<file path="config.mk">
export PLATFORM = sky130hd
export DESIGN_NAME = mse_engine
export DESIGN_NICKNAME = d
export VERILOG_FILES = /design/src/mse_pkg.sv /design/src/mse_engine.sv
export SDC_FILE = /design/constraint.sdc
export NUM_CORES = 2
export LEC_CHECK = 0
export BUFFER_PORTS_ARGS = -buffer_cell sky130_fd_sc_hd__buf_2
export CORE_MARGIN = 2
export CORE_UTILIZATION = 64
export CTS_BUF_LIST = sky130_fd_sc_hd__clkbuf_8 sky130_fd_sc_hd__clkbuf_16
export CTS_CLUSTER_SIZE = 16
export DETAILED_ROUTE_END_ITERATION = 8
export GPL_TIMING_DRIVEN = 0
export PLACE_DENSITY = 0.88
export SYNTH_ARGS = -nofsm -noshare
export SYNTH_HDL_FRONTEND = slang
export SYNTH_SLANG_ARGS = --single-unit
export TNS_END_PERCENT = 5
</file>
<file path="constraint.sdc">
create_clock -name clk_in -period 34.3 [get_ports clk_in]
set_input_delay 1.715 -clock clk_in [delete_from_list [all_inputs] [get_ports clk_in]]
set_output_delay 1.715 -clock clk_in [all_outputs]
set_load 0.03 [all_outputs]
</file>
<file path="src/mse_pkg.sv">
// constants, register map and types of the modulation source engine
//
// Behaviour
// - positive polarity: range value 127 gives full depth, 0 suppresses modulation
// - negative polarity: range value 0 gives full depth, 127 suppresses modulation
// - any external source may act as the range controller
// - free-running lfo runs four times the retriggered lfo rate per setting
// - notes never reset the free-running lfo; each note resets the retriggered lfo
// - both lfos offer saw, square and triangle as separate sources
// - duty setting 64 gives 50%, 0 about 10%, 127 about 90%
// - a shared rate or duty write updates both mapped parameters at once
// - white noise resampled at the free-running lfo rate, held between samples
// - pink noise is lowpassed white noise, cutoff set by retriggered rate
// - while that rate is a modulation destination, pink cutoff stays untouched; toggling tempo lock still resets it
// - stepped mode moves in whole semitones; continuous mode moves smoothly
// - tempo lock takes retriggered lfo rate from midi clock; notes still reset
// - under lock the rate setting picks a note length, triplets and dotted too
// - measured tempo is clamped to 30 to 480 bpm
// - no midi clock at tempo-locked program load gives 120 bpm
// - toggling tempo lock resets retriggered rate and pink cutoff to minimum
// - under tempo lock rate and pink cutoff are limited to steps 1 to 12
// - seventeen transfer curves shape the modulation; linear is the default
// - left value is the base, right value the level reached at full amplitude
package mse_pkg;
  // register byte addresses
  localparam logic [7:0] ADDR_CTRL = 8'h00;
  localparam logic [7:0] ADDR_FREE = 8'h04;
  localparam logic [7:0] ADDR_RET = 8'h08;
  localparam logic [7:0] ADDR_SHAPE = 8'h0C;
  localparam logic [7:0] ADDR_DEST = 8'h10;
  localparam logic [7:0] ADDR_STATUS = 8'h14;
  localparam logic [7:0] ADDR_TEMPO = 8'h18;
  // field positions
  localparam int FLD_RATE_LSB = 0;
  localparam int FLD_DUTY_LSB = 8;
  localparam int FLD_CURVE_LSB = 0;
  localparam int FLD_SRC_LSB = 8;
  localparam int FLD_LEFT_LSB = 0;
  localparam int FLD_RIGHT_LSB = 8;
  localparam int STAT_CUT_LSB = 16;
  localparam int STAT_SEEN_BIT = 24;
  // reset values
  localparam logic [6:0] RST_DUTY = 7'h40;
  localparam logic [15:0] LFSR_SEED = 16'hACE1;
  localparam logic [1:0] RESP_OKAY = 2'h0;
  localparam logic [1:0] RESP_SLVERR = 2'h2;
  // oscillator and filter scaling
  localparam int RATE_SHIFT = 8;
  localparam logic [31:0] SYNC_STEP = 32'h0001_0000;
  localparam logic [7:0] THR_MID = 8'h80;
  localparam logic [6:0] LOCK_MAX = 7'h0C;
  localparam int PINK_FRAC = 20;
  localparam logic [4:0] PINK_SH_BASE = 5'h1C;
  localparam logic [4:0] CURVE_LAST = 5'h10;
  // tempo figures and derived tick periods in clock cycles
  localparam int unsigned CLK_HZ = 200_000_000;
  localparam int unsigned PPQN = 24;
  localparam int unsigned BPM_MIN = 30;
  localparam int unsigned BPM_MAX = 480;
  localparam int unsigned BPM_DEF = 120;
  localparam int unsigned TICK_SLOW_CYC = CLK_HZ / PPQN * 60 / BPM_MIN;
  localparam int unsigned TICK_FAST_CYC = (CLK_HZ / PPQN * 60 + BPM_MAX - 1) / BPM_MAX;
  localparam int unsigned TICK_DEF_CYC = CLK_HZ / PPQN * 60 / BPM_DEF;
  localparam int unsigned NO_CLK_CYC = 2 * TICK_SLOW_CYC;

  typedef struct packed {
    logic [2:0] range_sel;
    logic range_en;
    logic rate_dest;
    logic tempo_lock;
    logic stepped;
    logic range_neg;
  } mse_ctrl_s;

  typedef struct packed {
    logic [6:0] duty;
    logic [6:0] rate;
  } mse_osc_s;

  typedef struct packed {
    mse_osc_s free_osc;
    mse_osc_s ret_osc;
  } mse_shared_s;

  typedef enum logic [2:0] {
    SRC_FREE_SAW = 3'h0,
    SRC_FREE_SQR = 3'h1,
    SRC_FREE_TRI = 3'h2,
    SRC_RET_SAW = 3'h3,
    SRC_RET_SQR = 3'h4,
    SRC_RET_TRI = 3'h5,
    SRC_WHITE = 3'h6,
    SRC_PINK = 3'h7
  } mse_src_e;
endpackage
</file>
<file path="src/mse_engine.sv">
// modulation source engine: lfos, noise, range control, tempo lock, axi4-lite registers
//
// Added by the designer: the register addresses and the AXI4-Lite register port.
`timescale 1ns/1ps
module mse_engine #(
  parameter int unsigned TICK_FAST_CYC = mse_pkg::TICK_FAST_CYC,
  parameter int unsigned TICK_SLOW_CYC = mse_pkg::TICK_SLOW_CYC,
  parameter int unsigned TICK_DEF_CYC = mse_pkg::TICK_DEF_CYC,
  parameter int unsigned NO_CLK_CYC = mse_pkg::NO_CLK_CYC
) (
  // clock and reset
  input wire logic clk_in,
  input wire logic rst_in,
  // axi4-lite write channels
  input wire logic [7:0] s_axi_awaddr_in,
  input wire logic s_axi_awvalid_in,
  output logic s_axi_awready_out,
  input wire logic [31:0] s_axi_wdata_in,
  input wire logic [3:0] s_axi_wstrb_in,
  input wire logic s_axi_wvalid_in,
  output logic s_axi_wready_out,
  output logic [1:0] s_axi_bresp_out,
  output logic s_axi_bvalid_out,
  input wire logic s_axi_bready_in,
  // axi4-lite read channels
  input wire logic [7:0] s_axi_araddr_in,
  input wire logic s_axi_arvalid_in,
  output logic s_axi_arready_out,
  output logic [31:0] s_axi_rdata_out,
  output logic [1:0] s_axi_rresp_out,
  output logic s_axi_rvalid_out,
  input wire logic s_axi_rready_in,
  // midi side, decoded by logic on clk_in
  input wire logic midi_tick_in,
  input wire logic note_trig_in,
  input wire logic program_load_in,
  input wire logic [7:0][6:0] ext_ctrl_in,
  // modulation results
  output logic [13:0] mod_value_out,
  output mse_pkg::mse_shared_s shared_out
);

  function automatic logic [31:0] rate_inc(input logic [6:0] r);
    rate_inc = ({25'h000_0000, r} + 32'h0000_0001) << mse_pkg::RATE_SHIFT;
  endfunction

  // square threshold out of 256: 64 -> 128, 0 -> 26, 127 -> 228
  function automatic logic [7:0] duty_thr(input logic [6:0] d);
    logic signed [15:0] p;
    p = ($signed({9'h000, d}) - 16'sh0040) * 16'sh0033;
    duty_thr = 8'(16'($signed({8'h00, mse_pkg::THR_MID})) + (p >>> 5));
  endfunction

  function automatic logic [6:0] note_ticks(input logic [6:0] i);
    unique case (i)
      7'h01: note_ticks = 7'h60;
      7'h02: note_ticks = 7'h30;
      7'h03: note_ticks = 7'h18;
      7'h04: note_ticks = 7'h0C;
      7'h05: note_ticks = 7'h06;
      7'h06: note_ticks = 7'h03;
      7'h07: note_ticks = 7'h10;
      7'h08: note_ticks = 7'h08;
      7'h09: note_ticks = 7'h04;
      7'h0A: note_ticks = 7'h24;
      7'h0B: note_ticks = 7'h12;
      default: note_ticks = 7'h09;
    endcase
  endfunction

  function automatic logic [6:0] lock_clamp(input logic [6:0] v);
    if (v < 7'h01) lock_clamp = 7'h01;
    else if (v > mse_pkg::LOCK_MAX) lock_clamp = mse_pkg::LOCK_MAX;
    else lock_clamp = v;
  endfunction

  // 0 linear, 1..8 convex of growing weight, 9..16 concave, others linear
  function automatic logic [6:0] curve_map(input logic [6:0] x, input logic [4:0] c);
    logic [6:0] ix;
    logic [13:0] sq;
    logic [10:0] d;
    ix = 7'h7F - x;
    sq = 14'h0000;
    d = 11'h000;
    if (c >= 5'h01 && c <= 5'h08) begin
      sq = {7'h00, x} * {7'h00, x};
      d = 11'(({4'h0, x - sq[13:7]} * {7'h00, c[3:0]}) >> 3);
      curve_map = x - d[6:0];
    end else if (c > 5'h08 && c <= mse_pkg::CURVE_LAST) begin
      sq = {7'h00, ix} * {7'h00, ix};
      d = 11'(({4'h0, ix - sq[13:7]} * {7'h00, 4'(c - 5'h08)}) >> 3);
      curve_map = x + d[6:0];
    end else begin
      curve_map = x;
    end
  endfunction

  // register state
  mse_pkg::mse_ctrl_s ctrl_r;
  mse_pkg::mse_osc_s free_r, ret_r;
  logic [4:0] curve_r;
  logic [2:0] src_r;
  logic [6:0] left_r, right_r, cutoff_r;
  logic [13:0] mod_r;
  // bus state
  logic aw_full_r, w_full_r, bvalid_r, rvalid_r;
  logic [7:0] awaddr_r;
  logic [31:0] wdata_r, rdata_r, wmask, wword;
  logic [3:0] wstrb_r;
  logic [1:0] bresp_r, rresp_r;
  logic do_wr, aw_hs, w_hs, ar_hs;
  // tempo state
  logic [25:0] tick_cnt_r;
  logic [23:0] tick_per_r;
  logic clk_seen_r;

  function automatic logic mapped(input logic [7:0] a);
    mapped = a == mse_pkg::ADDR_CTRL || a == mse_pkg::ADDR_FREE || a == mse_pkg::ADDR_RET
      || a == mse_pkg::ADDR_SHAPE || a == mse_pkg::ADDR_DEST || a == mse_pkg::ADDR_STATUS
      || a == mse_pkg::ADDR_TEMPO;
  endfunction

  function automatic logic [31:0] reg_word(input logic [7:0] a);
    reg_word = 32'h0000_0000;
    unique case (a)
      mse_pkg::ADDR_CTRL: reg_word[7:0] = ctrl_r;
      mse_pkg::ADDR_FREE: begin
        reg_word[mse_pkg::FLD_RATE_LSB +: 7] = free_r.rate;
        reg_word[mse_pkg::FLD_DUTY_LSB +: 7] = free_r.duty;
      end
      mse_pkg::ADDR_RET: begin
        reg_word[mse_pkg::FLD_RATE_LSB +: 7] = ret_r.rate;
        reg_word[mse_pkg::FLD_DUTY_LSB +: 7] = ret_r.duty;
      end
      mse_pkg::ADDR_SHAPE: begin
        reg_word[mse_pkg::FLD_CURVE_LSB +: 5] = curve_r;
        reg_word[mse_pkg::FLD_SRC_LSB +: 3] = src_r;
      end
      mse_pkg::ADDR_DEST: begin
        reg_word[mse_pkg::FLD_LEFT_LSB +: 7] = left_r;
        reg_word[mse_pkg::FLD_RIGHT_LSB +: 7] = right_r;
      end
      mse_pkg::ADDR_STATUS: begin
        reg_word[13:0] = mod_r;
        reg_word[mse_pkg::STAT_CUT_LSB +: 7] = cutoff_r;
        reg_word[mse_pkg::STAT_SEEN_BIT] = clk_seen_r;
      end
      mse_pkg::ADDR_TEMPO: reg_word[23:0] = tick_per_r;
      default: reg_word = 32'h0000_0000;
    endcase
  endfunction

  // write path: address and data taken in either order, answer after both
  assign s_axi_awready_out = !aw_full_r && !bvalid_r;
  assign s_axi_wready_out = !w_full_r && !bvalid_r;
  assign aw_hs = s_axi_awvalid_in && s_axi_awready_out;
  assign w_hs = s_axi_wvalid_in && s_axi_wready_out;
  assign do_wr = aw_full_r && w_full_r;
  assign s_axi_bvalid_out = bvalid_r;
  assign s_axi_bresp_out = bresp_r;
  assign wmask = {{8{wstrb_r[3]}}, {8{wstrb_r[2]}}, {8{wstrb_r[1]}}, {8{wstrb_r[0]}}};
  always_comb wword = (wdata_r & wmask) | (reg_word(awaddr_r) & ~wmask);

  always_ff @(posedge clk_in) begin
    if (rst_in) begin
      aw_full_r <= 1'b0;
      w_full_r <= 1'b0;
      bvalid_r <= 1'b0;
      bresp_r <= mse_pkg::RESP_OKAY;
      awaddr_r <= 8'h00;
      wdata_r <= 32'h0000_0000;
      wstrb_r <= 4'h0;
    end else begin
      if (aw_hs) begin
        aw_full_r <= 1'b1;
        awaddr_r <= s_axi_awaddr_in;
      end
      if (w_hs) begin
        w_full_r <= 1'b1;
        wdata_r <= s_axi_wdata_in;
        wstrb_r <= s_axi_wstrb_in;
      end
      if (do_wr) begin
        aw_full_r <= 1'b0;
        w_full_r <= 1'b0;
        bvalid_r <= 1'b1;
        bresp_r <= mapped(awaddr_r) ? mse_pkg::RESP_OKAY : mse_pkg::RESP_SLVERR;
      end else if (bvalid_r && s_axi_bready_in) begin
        bvalid_r <= 1'b0;
      end
    end
  end

  // read path
  assign s_axi_arready_out = !rvalid_r;
  assign ar_hs = s_axi_arvalid_in && s_axi_arready_out;
  assign s_axi_rvalid_out = rvalid_r;
  assign s_axi_rdata_out = rdata_r;
  assign s_axi_rresp_out = rresp_r;

  always_ff @(posedge clk_in) begin
    if (rst_in) begin
      rvalid_r <= 1'b0;
      rdata_r <= 32'h0000_0000;
      rresp_r <= mse_pkg::RESP_OKAY;
    end else if (ar_hs) begin
      rvalid_r <= 1'b1;
      rdata_r <= reg_word(s_axi_araddr_in);
      rresp_r <= mapped(s_axi_araddr_in) ? mse_pkg::RESP_OKAY : mse_pkg::RESP_SLVERR;
    end else if (rvalid_r && s_axi_rready_in) begin
      rvalid_r <= 1'b0;
    end
  end

  // setting registers; one write moves every parameter sharing the setting, except pink cutoff while rate_dest is set
  logic lock_flip;
  logic [6:0] wr_rate;
  assign lock_flip = wword[2] != ctrl_r.tempo_lock;
  assign wr_rate = ctrl_r.tempo_lock ? lock_clamp(wword[mse_pkg::FLD_RATE_LSB +: 7])
                                     : wword[mse_pkg::FLD_RATE_LSB +: 7];

  always_ff @(posedge clk_in) begin
    if (rst_in) begin
      ctrl_r <= '0;
      free_r <= '{duty: mse_pkg::RST_DUTY, rate: 7'h00};
      ret_r <= '{duty: mse_pkg::RST_DUTY, rate: 7'h00};
      cutoff_r <= 7'h00;
      curve_r <= 5'h00;
      src_r <= 3'h0;
      left_r <= 7'h00;
      right_r <= 7'h00;
    end else if (do_wr) begin
      unique case (awaddr_r)
        mse_pkg::ADDR_CTRL: begin
          ctrl_r <= wword[7:0];
          if (lock_flip) begin
            ret_r.rate <= wword[2] ? 7'h01 : 7'h00;
            cutoff_r <= wword[2] ? 7'h01 : 7'h00;
          end
        end
        mse_pkg::ADDR_FREE: begin
          free_r.rate <= wword[mse_pkg::FLD_RATE_LSB +: 7];
          free_r.duty <= wword[mse_pkg::FLD_DUTY_LSB +: 7];
        end
        mse_pkg::ADDR_RET: begin
          ret_r.rate <= wr_rate;
          ret_r.duty <= wword[mse_pkg::FLD_DUTY_LSB +: 7];
          if (!ctrl_r.rate_dest) cutoff_r <= wr_rate;
        end
        mse_pkg::ADDR_SHAPE: begin
          curve_r <= wword[mse_pkg::FLD_CURVE_LSB +: 5];
          src_r <= wword[mse_pkg::FLD_SRC_LSB +: 3];
        end
        mse_pkg::ADDR_DEST: begin
          left_r <= wword[mse_pkg::FLD_LEFT_LSB +: 7];
          right_r <= wword[mse_pkg::FLD_RIGHT_LSB +: 7];
        end
        default: ;
      endcase
    end
  end
  assign shared_out = '{free_osc: free_r, ret_osc: ret_r};

  // midi clock period, 24 ticks per quarter note
  always_ff @(posedge clk_in) begin
    if (rst_in) begin
      tick_cnt_r <= 26'h000_0000;
      tick_per_r <= 24'(TICK_DEF_CYC);
      clk_seen_r <= 1'b0;
    end else if (midi_tick_in) begin
      tick_cnt_r <= 26'h000_0001;
      clk_seen_r <= 1'b1;
      if (clk_seen_r) begin
        if (tick_cnt_r < 26'(TICK_FAST_CYC)) tick_per_r <= 24'(TICK_FAST_CYC);
        else if (tick_cnt_r > 26'(TICK_SLOW_CYC)) tick_per_r <= 24'(TICK_SLOW_CYC);
        else tick_per_r <= tick_cnt_r[23:0];
      end
    end else begin
      if (tick_cnt_r < 26'(NO_CLK_CYC)) tick_cnt_r <= tick_cnt_r + 26'h000_0001;
      else clk_seen_r <= 1'b0;
      if (program_load_in && ctrl_r.tempo_lock && !clk_seen_r) begin
        tick_per_r <= 24'(TICK_DEF_CYC);
      end
    end
  end

  // oscillators
  logic [31:0] free_ph_r, ret_ph_r, ret_err_r, free_inc, ret_inc, sync_per, err_sum;
  logic [32:0] free_sum;
  logic free_wrap;
  assign ret_inc = rate_inc(ret_r.rate);
  assign free_inc = rate_inc(free_r.rate) << 2;
  assign free_sum = {1'b0, free_ph_r} + {1'b0, free_inc};
  assign free_wrap = free_sum[32];
  assign sync_per = {8'h00, tick_per_r} * {25'h000_0000, note_ticks(lock_clamp(ret_r.rate))};
  assign err_sum = ret_err_r + mse_pkg::SYNC_STEP;

  always_ff @(posedge clk_in) begin
    if (rst_in) free_ph_r <= 32'h0000_0000;
    else free_ph_r <= free_sum[31:0];
  end

  always_ff @(posedge clk_in) begin
    if (rst_in || note_trig_in) begin
      ret_ph_r <= 32'h0000_0000;
      ret_err_r <= 32'h0000_0000;
    end else if (ctrl_r.tempo_lock) begin
      if (err_sum >= sync_per) begin
        ret_err_r <= err_sum - sync_per;
        ret_ph_r <= ret_ph_r + mse_pkg::SYNC_STEP;
      end else begin
        ret_err_r <= err_sum;
      end
    end else begin
      ret_ph_r <= ret_ph_r + ret_inc;
      ret_err_r <= 32'h0000_0000;
    end
  end

  // noise
  logic [15:0] lfsr_r;
  localparam int PINK_W = mse_pkg::PINK_FRAC + 7;
  logic [6:0] white_r, pink;
  logic [PINK_W-1:0] pink_acc_r;
  logic signed [PINK_W:0] pink_diff;
  logic [4:0] pink_sh;
  assign pink_sh = mse_pkg::PINK_SH_BASE - {1'b0, cutoff_r[6:3]};
  assign pink_diff = $signed({1'b0, white_r, {mse_pkg::PINK_FRAC{1'b0}}})
    - $signed({1'b0, pink_acc_r});
  assign pink = pink_acc_r[PINK_W-1 -: 7];

  always_ff @(posedge clk_in) begin
    if (rst_in) lfsr_r <= mse_pkg::LFSR_SEED;
    else lfsr_r <= {lfsr_r[14:0], lfsr_r[15] ^ lfsr_r[13] ^ lfsr_r[12] ^ lfsr_r[10]};
  end

  always_ff @(posedge clk_in) begin
    if (rst_in) white_r <= 7'h00;
    else if (free_wrap) white_r <= lfsr_r[6:0];
  end

  always_ff @(posedge clk_in) begin
    if (rst_in) pink_acc_r <= '0;
    else pink_acc_r <= pink_acc_r + PINK_W'(pink_diff >>> pink_sh);
  end

  // source select, curve, range depth, destination
  logic [7:0] free_thr, ret_thr, depth8, s8;
  logic [6:0] src_val, shaped, rng_v, depth, scaled;
  logic [14:0] sc_prod;
  logic signed [16:0] dev;
  logic [14:0] dest_val;
  assign free_thr = duty_thr(free_r.duty);
  assign ret_thr = duty_thr(ret_r.duty);

  always_comb begin
    unique case (mse_pkg::mse_src_e'(src_r))
      mse_pkg::SRC_FREE_SAW: src_val = free_ph_r[31:25];
      mse_pkg::SRC_FREE_SQR: src_val = free_ph_r[31:24] < free_thr ? 7'h7F : 7'h00;
      mse_pkg::SRC_FREE_TRI: src_val = free_ph_r[31] ? ~free_ph_r[30:24] : free_ph_r[30:24];
      mse_pkg::SRC_RET_SAW: src_val = ret_ph_r[31:25];
      mse_pkg::SRC_RET_SQR: src_val = ret_ph_r[31:24] < ret_thr ? 7'h7F : 7'h00;
      mse_pkg::SRC_RET_TRI: src_val = ret_ph_r[31] ? ~ret_ph_r[30:24] : ret_ph_r[30:24];
      mse_pkg::SRC_WHITE: src_val = white_r;
      mse_pkg::SRC_PINK: src_val = pink;
    endcase
  end

  assign shaped = curve_map(src_val, curve_r);
  assign rng_v = ext_ctrl_in[ctrl_r.range_sel];
  assign depth = !ctrl_r.range_en ? 7'h7F : ctrl_r.range_neg ? 7'h7F - rng_v : rng_v;
  assign depth8 = {1'b0, depth} + {7'h00, depth[6]};
  assign sc_prod = {8'h00, shaped} * {7'h00, depth8};
  assign scaled = sc_prod[13:7];
  assign s8 = {1'b0, scaled} + {7'h00, scaled[6]};
  assign dev = ($signed({10'h000, right_r}) - $signed({10'h000, left_r}))
    * $signed({9'h000, s8});
  assign dest_val = 15'($signed({1'b0, left_r, 7'h00}) + dev);

  always_ff @(posedge clk_in) begin
    if (rst_in) mod_r <= 14'h0000;
    else if (ctrl_r.stepped) mod_r <= {dest_val[13:7], 7'h00};
    else mod_r <= dest_val[13:0];
  end
  assign mod_value_out = mod_r;
endmodule

</file>
; ---- Word-level counts from Yosys, hierarchy flattened
; Memories as Yosys holds them, arrays and structs flattened.
; Cells that the tools add are included.
[word_totals]
regBits = 334
rom_bits = 112
input_bits = 118
out_inout_bits = 83
memories = 1
[classes]
add_sub_neg = 26
multipliers = 9
n_lt_le_gt_ge = 15
eq_ne = 25
n_shift = 1
muxes = 56
bitwise = 10
reduce_logical = 51
[memory_table]
columns = name, depth, word_bits, read_ports, rd_ports_with_merged_regs, write_ports, line
row1 = (no name shown), 16, 7, 1, 0, 0, mse_engine.sv:55  ; unique case (i)
[ops]
columns = cell, count
row1 = 24-bit two-way mux, 5
row2 = 7-bit two-way mux, 17
row3 = 32-bit two-way mux, 3
row4 = 5-bit one-hot mux with 7 select lines, 2
row5 = "32-bit by 17-bit adder with 32-bit output, second input constant", 2
row6 = 7-bit one-hot mux with 8 select lines, 1
row7 = "8-bit by 5-bit == test with 1-bit output, second input constant", 6
row8 = 7-bit one-hot mux with 2 select lines, 3
row9 = 3-bit one-hot mux with 6 select lines, 2
row10 = 32-bit by 18-bit adder with 33-bit output, 1
row11 = 32-bit by 16-bit adder with 32-bit output, 1
row12 = "8-bit by 4-bit == test with 1-bit output, second input constant", 4
row13 = 32-bit by 31-bit >= comparator with 1-bit output, 1
row14 = 32-bit by 31-bit subtractor with 32-bit output, 1
row15 = 24-bit by 7-bit multiplier with 31-bit output, 1
row16 = 15-bit bitwise AND, 2
row17 = 3-bit one-hot mux with 5 select lines, 2
row18 = 7-bit by 7-bit multiplier with 14-bit output, 2
row19 = 28-bit by 5-bit >>> shifter with 27-bit output, 1
row20 = 27-bit by 27-bit subtractor with 28-bit output, 1
row21 = 27-bit adder, 1
row22 = "26-bit by 1-bit adder with 26-bit output, second input constant", 1
row23 = "26-bit by 24-bit greater-than comparator with 1-bit output, second input constant", 1
row24 = "26-bit by 20-bit less-than comparator with 1-bit output, second input constant", 1
row25 = 52 further kinds, 131

; ---- Longest topological paths before layout
[depth]
word_depth = 17
mapped_depth = 115
mapped_depth_nobuf = 114

; ---- Least setup slack after synthesis
; Ideal clock, no wire load.
[synth_timing]
path_kind = flip-flop to flip-flop
from = reg free_r (netlist bit shared_out[27])
to = reg mod_r[13], in the netlist mod_value_out[13]
setup_time_ps = 72
arrival_ps = 24008
path_slack_ps = 10220
path_stages_with_launch = 108
n_path_buf = 2
cell_sequence = dfxtp_1 inv_1 fa_1 ha_1 inv_1 fa_1 inv_1 ha_1 inv_1 a21oi_1 o21a_1 o21a_1 o21a_1 o21a_1 or2_2 ha_1 and4_1 and3_1 [72 not listed] fa_1 inv_1 fa_1 fa_1 inv_1 fa_1 inv_1 ha_1 nor2b_1 o21ai_0 nand2b_1 a21oi_1 o21bai_1 a21o_1 a21oi_1 xnor2_1 xnor2_1 mux2i_1
[synth_between]
elab_chain_len = 17
[synth_lines]
columns = item, line
row1 = from (decl), mse_engine.sv:100  ; mse_pkg::mse_osc_s free_r, ret_r;
row2 = from (signal assigned), mse_engine.sv:225  ; free_r <= '{duty: mse_pkg::RST_DUTY, rate: 7'h00};
row3 = 7-bit by 7-bit subtractor with 8-bit output (*), mse_engine.sv:50  ; p = ($signed({9'h000, d}) - 16'sh0040) * 16'sh0033;
row4 = 8-bit by 7-bit multiplier with 13-bit output (*), mse_engine.sv:50
row5 = 8-bit adder (*), mse_engine.sv:51  ; duty_thr = 8'(16'($signed({8'h00, mse_pkg::THR_MID})) + (p >>> 5));
row6 = 8-bit less-than comparator (*), mse_engine.sv:359  ; mse_pkg::SRC_FREE_SQR: src_val = free_ph_r[31:24] < free_thr ? 7'h7F : 7'h00;
row7 = 7-bit two-way mux (*), mse_engine.sv:359
row8 = 7-bit one-hot mux with 8 select lines (*), mse_engine.sv:357  ; unique case (mse_pkg::mse_src_e'(src_r))
row9 = 7-bit subtractor, mse_engine.sv:82  ; ix = 7'h7F - x;
row10 = 7-bit by 7-bit multiplier with 14-bit output, mse_engine.sv:90  ; sq = {7'h00, ix} * {7'h00, ix};
row11 = 7-bit subtractor, mse_engine.sv:91  ; d = 11'(({4'h0, ix - sq[13:7]} * {7'h00, 4'(c - 5'h08)}) >> 3);
row12 = 7-bit by 4-bit multiplier with 10-bit output, mse_engine.sv:91
row13 = 7-bit adder, mse_engine.sv:92  ; curve_map = x + d[6:0];
row14 = 7-bit two-way mux, mse_engine.sv:89  ; end else if (c > 5'h08 && c <= mse_pkg::CURVE_LAST) begin
row15 = 7-bit two-way mux (*), mse_engine.sv:85  ; if (c >= 5'h01 && c <= 5'h08) begin
row16 = 7-bit by 8-bit multiplier with 14-bit output (*), mse_engine.sv:373  ; assign sc_prod = {8'h00, shaped} * {7'h00, depth8};
row17 = 7-bit by 1-bit adder with 8-bit output (*), mse_engine.sv:375  ; assign s8 = {1'b0, scaled} + {7'h00, scaled[6]};
row18 = 8-bit by 9-bit multiplier with 14-bit output (*), mse_engine.sv:377  ; * $signed({9'h000, s8});
row19 = 14-bit adder (*), mse_engine.sv:378  ; assign dest_val = 15'($signed({1'b0, left_r, 7'h00}) + dev);
row20 = to (signal assigned), mse_engine.sv:382  ; else if (ctrl_r.stepped) mod_r <= {dest_val[13:7], 7'h00};
row21 = to (signal assigned), mse_engine.sv:383  ; else mod_r <= dest_val[13:0];
row22 = to (decl), mse_engine.sv:104  ; logic [13:0] mod_r;
; Mark *: on every way between the ends. The rest lies on a longest branch, timed or not.
; A chain may end at the register's enable or synchronous reset.

; ---- Worst setup path after layout
[layout_timing]
from = reg ret_r (netlist bit shared_out[13])
to = reg mod_r[13], in the netlist mod_value_out[13]
[layout_between]
elab_chain_len = 17
[layout_lines]
columns = item, line
row1 = from (decl), mse_engine.sv:100
row2 = from (signal assigned), mse_engine.sv:226  ; ret_r <= '{duty: mse_pkg::RST_DUTY, rate: 7'h00};
row3 = 7-bit by 7-bit subtractor with 8-bit output (*), mse_engine.sv:50
row4 = 8-bit by 7-bit multiplier with 13-bit output (*), mse_engine.sv:50
row5 = 8-bit adder (*), mse_engine.sv:51
row6 = 8-bit less-than comparator (*), mse_engine.sv:362  ; mse_pkg::SRC_RET_SQR: src_val = ret_ph_r[31:24] < ret_thr ? 7'h7F : 7'h00;
row7 = 7-bit two-way mux (*), mse_engine.sv:362
row8 = 7-bit one-hot mux with 8 select lines (*), mse_engine.sv:357
row9 = 7-bit subtractor, mse_engine.sv:82
row10 = 7-bit by 7-bit multiplier with 14-bit output, mse_engine.sv:90
row11 = 7-bit subtractor, mse_engine.sv:91
row12 = 7-bit by 4-bit multiplier with 10-bit output, mse_engine.sv:91
row13 = 7-bit adder, mse_engine.sv:92
row14 = 7-bit two-way mux, mse_engine.sv:89
row15 = 7-bit two-way mux (*), mse_engine.sv:85
row16 = 7-bit by 8-bit multiplier with 14-bit output (*), mse_engine.sv:373
row17 = 7-bit by 1-bit adder with 8-bit output (*), mse_engine.sv:375
row18 = 8-bit by 9-bit multiplier with 14-bit output (*), mse_engine.sv:377
row19 = 14-bit adder (*), mse_engine.sv:378
; Marks and branches as above.

==> summary.txt <==
Outcome
  • Status: finished, violations left
  • Failing checks: DRC, capacitance limit, slew limit

STA
  • Max frequency: 0.0362 GHz
  • Period utilization: just over 80%
  • Hold Fails Final Rpt: 0
  • Worst Skew: around 0.03 ns
  • Setup ws final: approximately 6.7 ns
  • Slew headroom: -2.50%
  • Setup violations, final: 0
  • Total negative slack: 0 ns
  • Tightest Pin Transition: about 1.5 ns
  • RSZ-0062 raised after global routing: false
  • Post-layout min period: between 20 and 30 ns
  • Fin. max-slew vios: 7

Setup path
  • CP dominant cell by count: fa_1
  • WS Path Type: reg2reg
  • Worst r2r src: shared_out[13]$_SDFFE_PP1P_
  • Crit-path max cell delay: ~0.92 ns
  • Critical Path Sink: mod_value_out[13]$_SDFF_PP0_
  • Reg2reg end: mod_value_out[13]$_SDFF_PP0_
  • Worst-path fanout max: 12
  • Required @ worst endpoint: roughly 35 ns
  • R2R setup slack: 6.71 ns
  • Crit. End Element: flop
  • Slowest cell on crit path: dfxtp_1
  • Worst setup path startpoint: shared_out[13]$_SDFFE_PP1P_
  • CP startpoint kind: flop
  • Cell depth of the worst flop-to-flop path: between 90 and 100
  • WP data arrival: about 28 ns

Placement
  • Dpl ws: 7.24 ns
  • Half-perimeter wire length after detailed placement: around 86 mm
  • Cell Area, Placed: around 37000 sq um
  • Port buffer count: around 170
  • Gp weighted congestion: 1.03

Pwr
  • Worst VDD drop: 0.0538 mV
  • Comb pwr share: 28.7%
  • Clock power share: between 30% and 40%
  • Total Power: between 0.001 and 0.0015 W
  • Internal power: between 0.0007 and 0.0008 W
  • Leakage: roughly 18 nW
  • Switching share of power: 34.5%
  • Psw: around 0.00039 W
  • Power Dens Cells: slightly below 30 nW/um^2
  • Part of the power in registers: approximately 36%

Yosys
  • Cell area after synthesis: 35200 sq um
  • YS warnings: 0
  • Synth cell types: between 90 and 100
  • Flops & latches, synth: between 300 and 400
  • Ys async rst share: 0%
  • Main synth FF type: dfxtp_1
  • Syn Inst Count: 4400
  • Seq/Total Area, Yosys: between 10% and 20%
  • Number of enable flip-flop cells after synthesis: 0
  • Syn avg cell area: around 8.0 sq um

Hold path
  • Hold Crit Class: reg2reg

GRT
  • First-pass GRT wire length: 169 mm
  • Vias in the first global route: around 32000
  • Total GRT Usage: 37.9%
  • Largest net degree at the start of global routing: 17
  • Initial antenna violation count: 10
  • Grt ovf: 0

Floorplan
  • Initial core utilization: between 60% and 70%
  • Rows: 85
  • Die Ht: approximately 240 um
  • Die ar.: about 57000 sq um
  • Boundary pin count: roughly 200
  • Core footprint: 54000 sq um
  • Chip width: ~240 um

Finish
  • FF+latch area: between 6000 and 7000 sq um
  • Nets: ~5400
  • P&R area growth vs syn: 8.36%
  • Final Core Density: a little over two thirds
  • Finished Cell Area: roughly 38000 sq um
  • Multi-input logic area: 26300 sq um
  • Fillcell total: 4215
  • Fraction of final layout cells sized beyond drive strength 1: under 10%

Clock network
  • # Post-CTS Setup Buffers: 0
  • Num Clock Sinks: between 300 and 400
  • CTS clk-pin slew, worst paths: ~0.06 ns
  • Number of CTS-inserted buffers: 36
  • H-tree levels: 2
  • CTS tree: built
  • Post-CTS sizing: 0
  • Hold buffers post-CTS: 0
  • Clock Tree Root: clkbuf_16
  • Clock buffer depth: 3
  • Worst-skew pair later-pin latency: about 0.58 ns

Route
  • 1st-iter DRT viols: 3295
  • Residual DRC: 28
  • DR WL/cell: around 20 um
  • DRT Pass-1 Iters: 9
  • Vias/cell: between 6 and 7
  • Routed WL: about 110 mm
  • Final ANT Viol Nets: 0
  • Via Count: around 33000

Job
  • Max Cap Viol: 1
## cell usage after synthesis (all sizes together), types with 7 or more instances
library cell	instances	area, sq um
inv	460	1730
nand4	39	244
o22ai	18	113
fa	254	5080
nor2b	66	413
a221oi	18	158
a211oi	26	200
xor2	124	1090
o21ai	147	736
ha	378	4730
nand2b	34	213
nand2	498	1870
a22o	7	61.3
or3	35	219
mux2i	77	771
o211ai	15	113
and3	32	203
a222oi	7	70.1
mux4	21	473
o31ai	14	119
nor3	88	450
buf	37	216
nor4	14	93.8
clkbuf	168	631
a31oi	27	169
or2	30	188
and2	114	713
nor2	452	1710
a2111oi	7	80.1
a21oi	316	1580
dfxtp	314	6290
a21o	65	488
o21a	33	248
nand3	90	455
xnor2	161	1420
a22oi	49	368
mux2	17	191
o21bai	34	255
or4	11	91.3
## placed cells by master (no fill, tap or decap), types with 89 or more instances in the layout
cell / instances
xor2_1: 124
o21ai_0: 141
nor2_1: 450
inv_1: 463
ha_1: 378
and2_1: 114
fa_1: 254
nand2_1: 498
buf_2: 174
nand3_1: 89
clkbuf_1: 168
a21oi_1: 316
xnor2_1: 160
dfxtp_1: 314
## power by group through the flow
stage	Combinational, W	Clock [W]	Sequential [W]
after floorplan	0.000241	0	0.000411
final	0.000324	0.000394	0.000411
after CTS	0.000317	0.000393	0.000409
after global placement	0.000306	0	0.000416
after global routing	0.000356	0.000408	0.000412
after detailed placement	0.000314	0	0.000417
## final cells by class
cell class                 count  share of cell area, %
clock buffer                  40                   2.51
timing repair buffer         169                   2.22
multi-input combinational   3425                   69.1
sequential                   314                   16.5
tap                          696                   2.29
buffer                       205                   2.22
antenna                        3                 0.0197
inverter                     464                   4.57
clock inverter                22                  0.571
## sequential cells by signal, indices dropped and copies added (netlist names), 2 cells and up
name             cells
right_r              7
cutoff_r             7
white_r              7
tick_cnt_r          26
left_r               7
ret_err_r           32
shared_out          28
pink_acc_r          27
s_axi_rdata_out     25
lfsr_r              16
free_ph_r           22
wdata_r             15
awaddr_r             8
ctrl_r               8
mod_value_out       14
curve_r              5
wstrb_r              2
src_r                3
ret_ph_r            24
tick_per_r          24
## how the worst min path moves through the flow
stage	endpoint	from	cells past startpoint
after floorplan	lfsr_r[10]$_SDFF_PP1_	lfsr_r[9]$_SDFF_PP0_	1
after global placement	lfsr_r[15]$_SDFF_PP1_	lfsr_r[14]$_SDFF_PP0_	1
after detailed placement	lfsr_r[15]$_SDFF_PP1_	lfsr_r[14]$_SDFF_PP0_	1
after CTS	lfsr_r[15]$_SDFF_PP1_	lfsr_r[14]$_SDFF_PP0_	1
after global routing	lfsr_r[15]$_SDFF_PP1_	lfsr_r[14]$_SDFF_PP0_	1
final	lfsr_r[15]$_SDFF_PP1_	lfsr_r[14]$_SDFF_PP0_	1
## metal layers
metal | global-route usage, % | wire length [um]
met1 | 48.4 | 42500
met2 | 59.6 | 47800
met3 | 10.3 | 12700
met4 | 17.8 | 5890
met5 | 0 | 97
## metrics by stage
step / std cells / hold slack [ns]
2_1_floorplan: 4408 / 0.389
3_3_place_gp: 5273 / 0.391
3_5_place_dp: 5273 / 0.413
4_1_cts: 5335 / 0.419
5_1_grt: 5335 / 0.453
6_report: 5338 / 0.418
## worst max-delay path: cells and delay by family (launching register included)
family / cells / cell delay, ns
AND/OR/NAND/NOR: 13 / 2.48
adder cells (fa/ha/maj): 28 / 12.10
XOR/XNOR: 9 / 2.22
flip-flops: 1 / 0.92
multiplexers: 1 / 0.20
buffers and inverters: 16 / 2.38
AO/OA/AOI/OAI: 32 / 7.17
## kinds of logic after synthesis
| family | Yosys count | synth area share (%) |
|---|---|---|
| flops | 314 | 17.9 |
| buf+inv | 669 | 7.36 |
| fa+ha+maj | 632 | 27.9 |
| simple gates | 1527 | 20.1 |
| compound gates | 857 | 15.6 |
| mux | 115 | 4.08 |
| other cells | 1 | 0.0107 |
| xor+xnor | 285 | 7.12 |
Note: power is estimated with default switching activity, not from simulation.
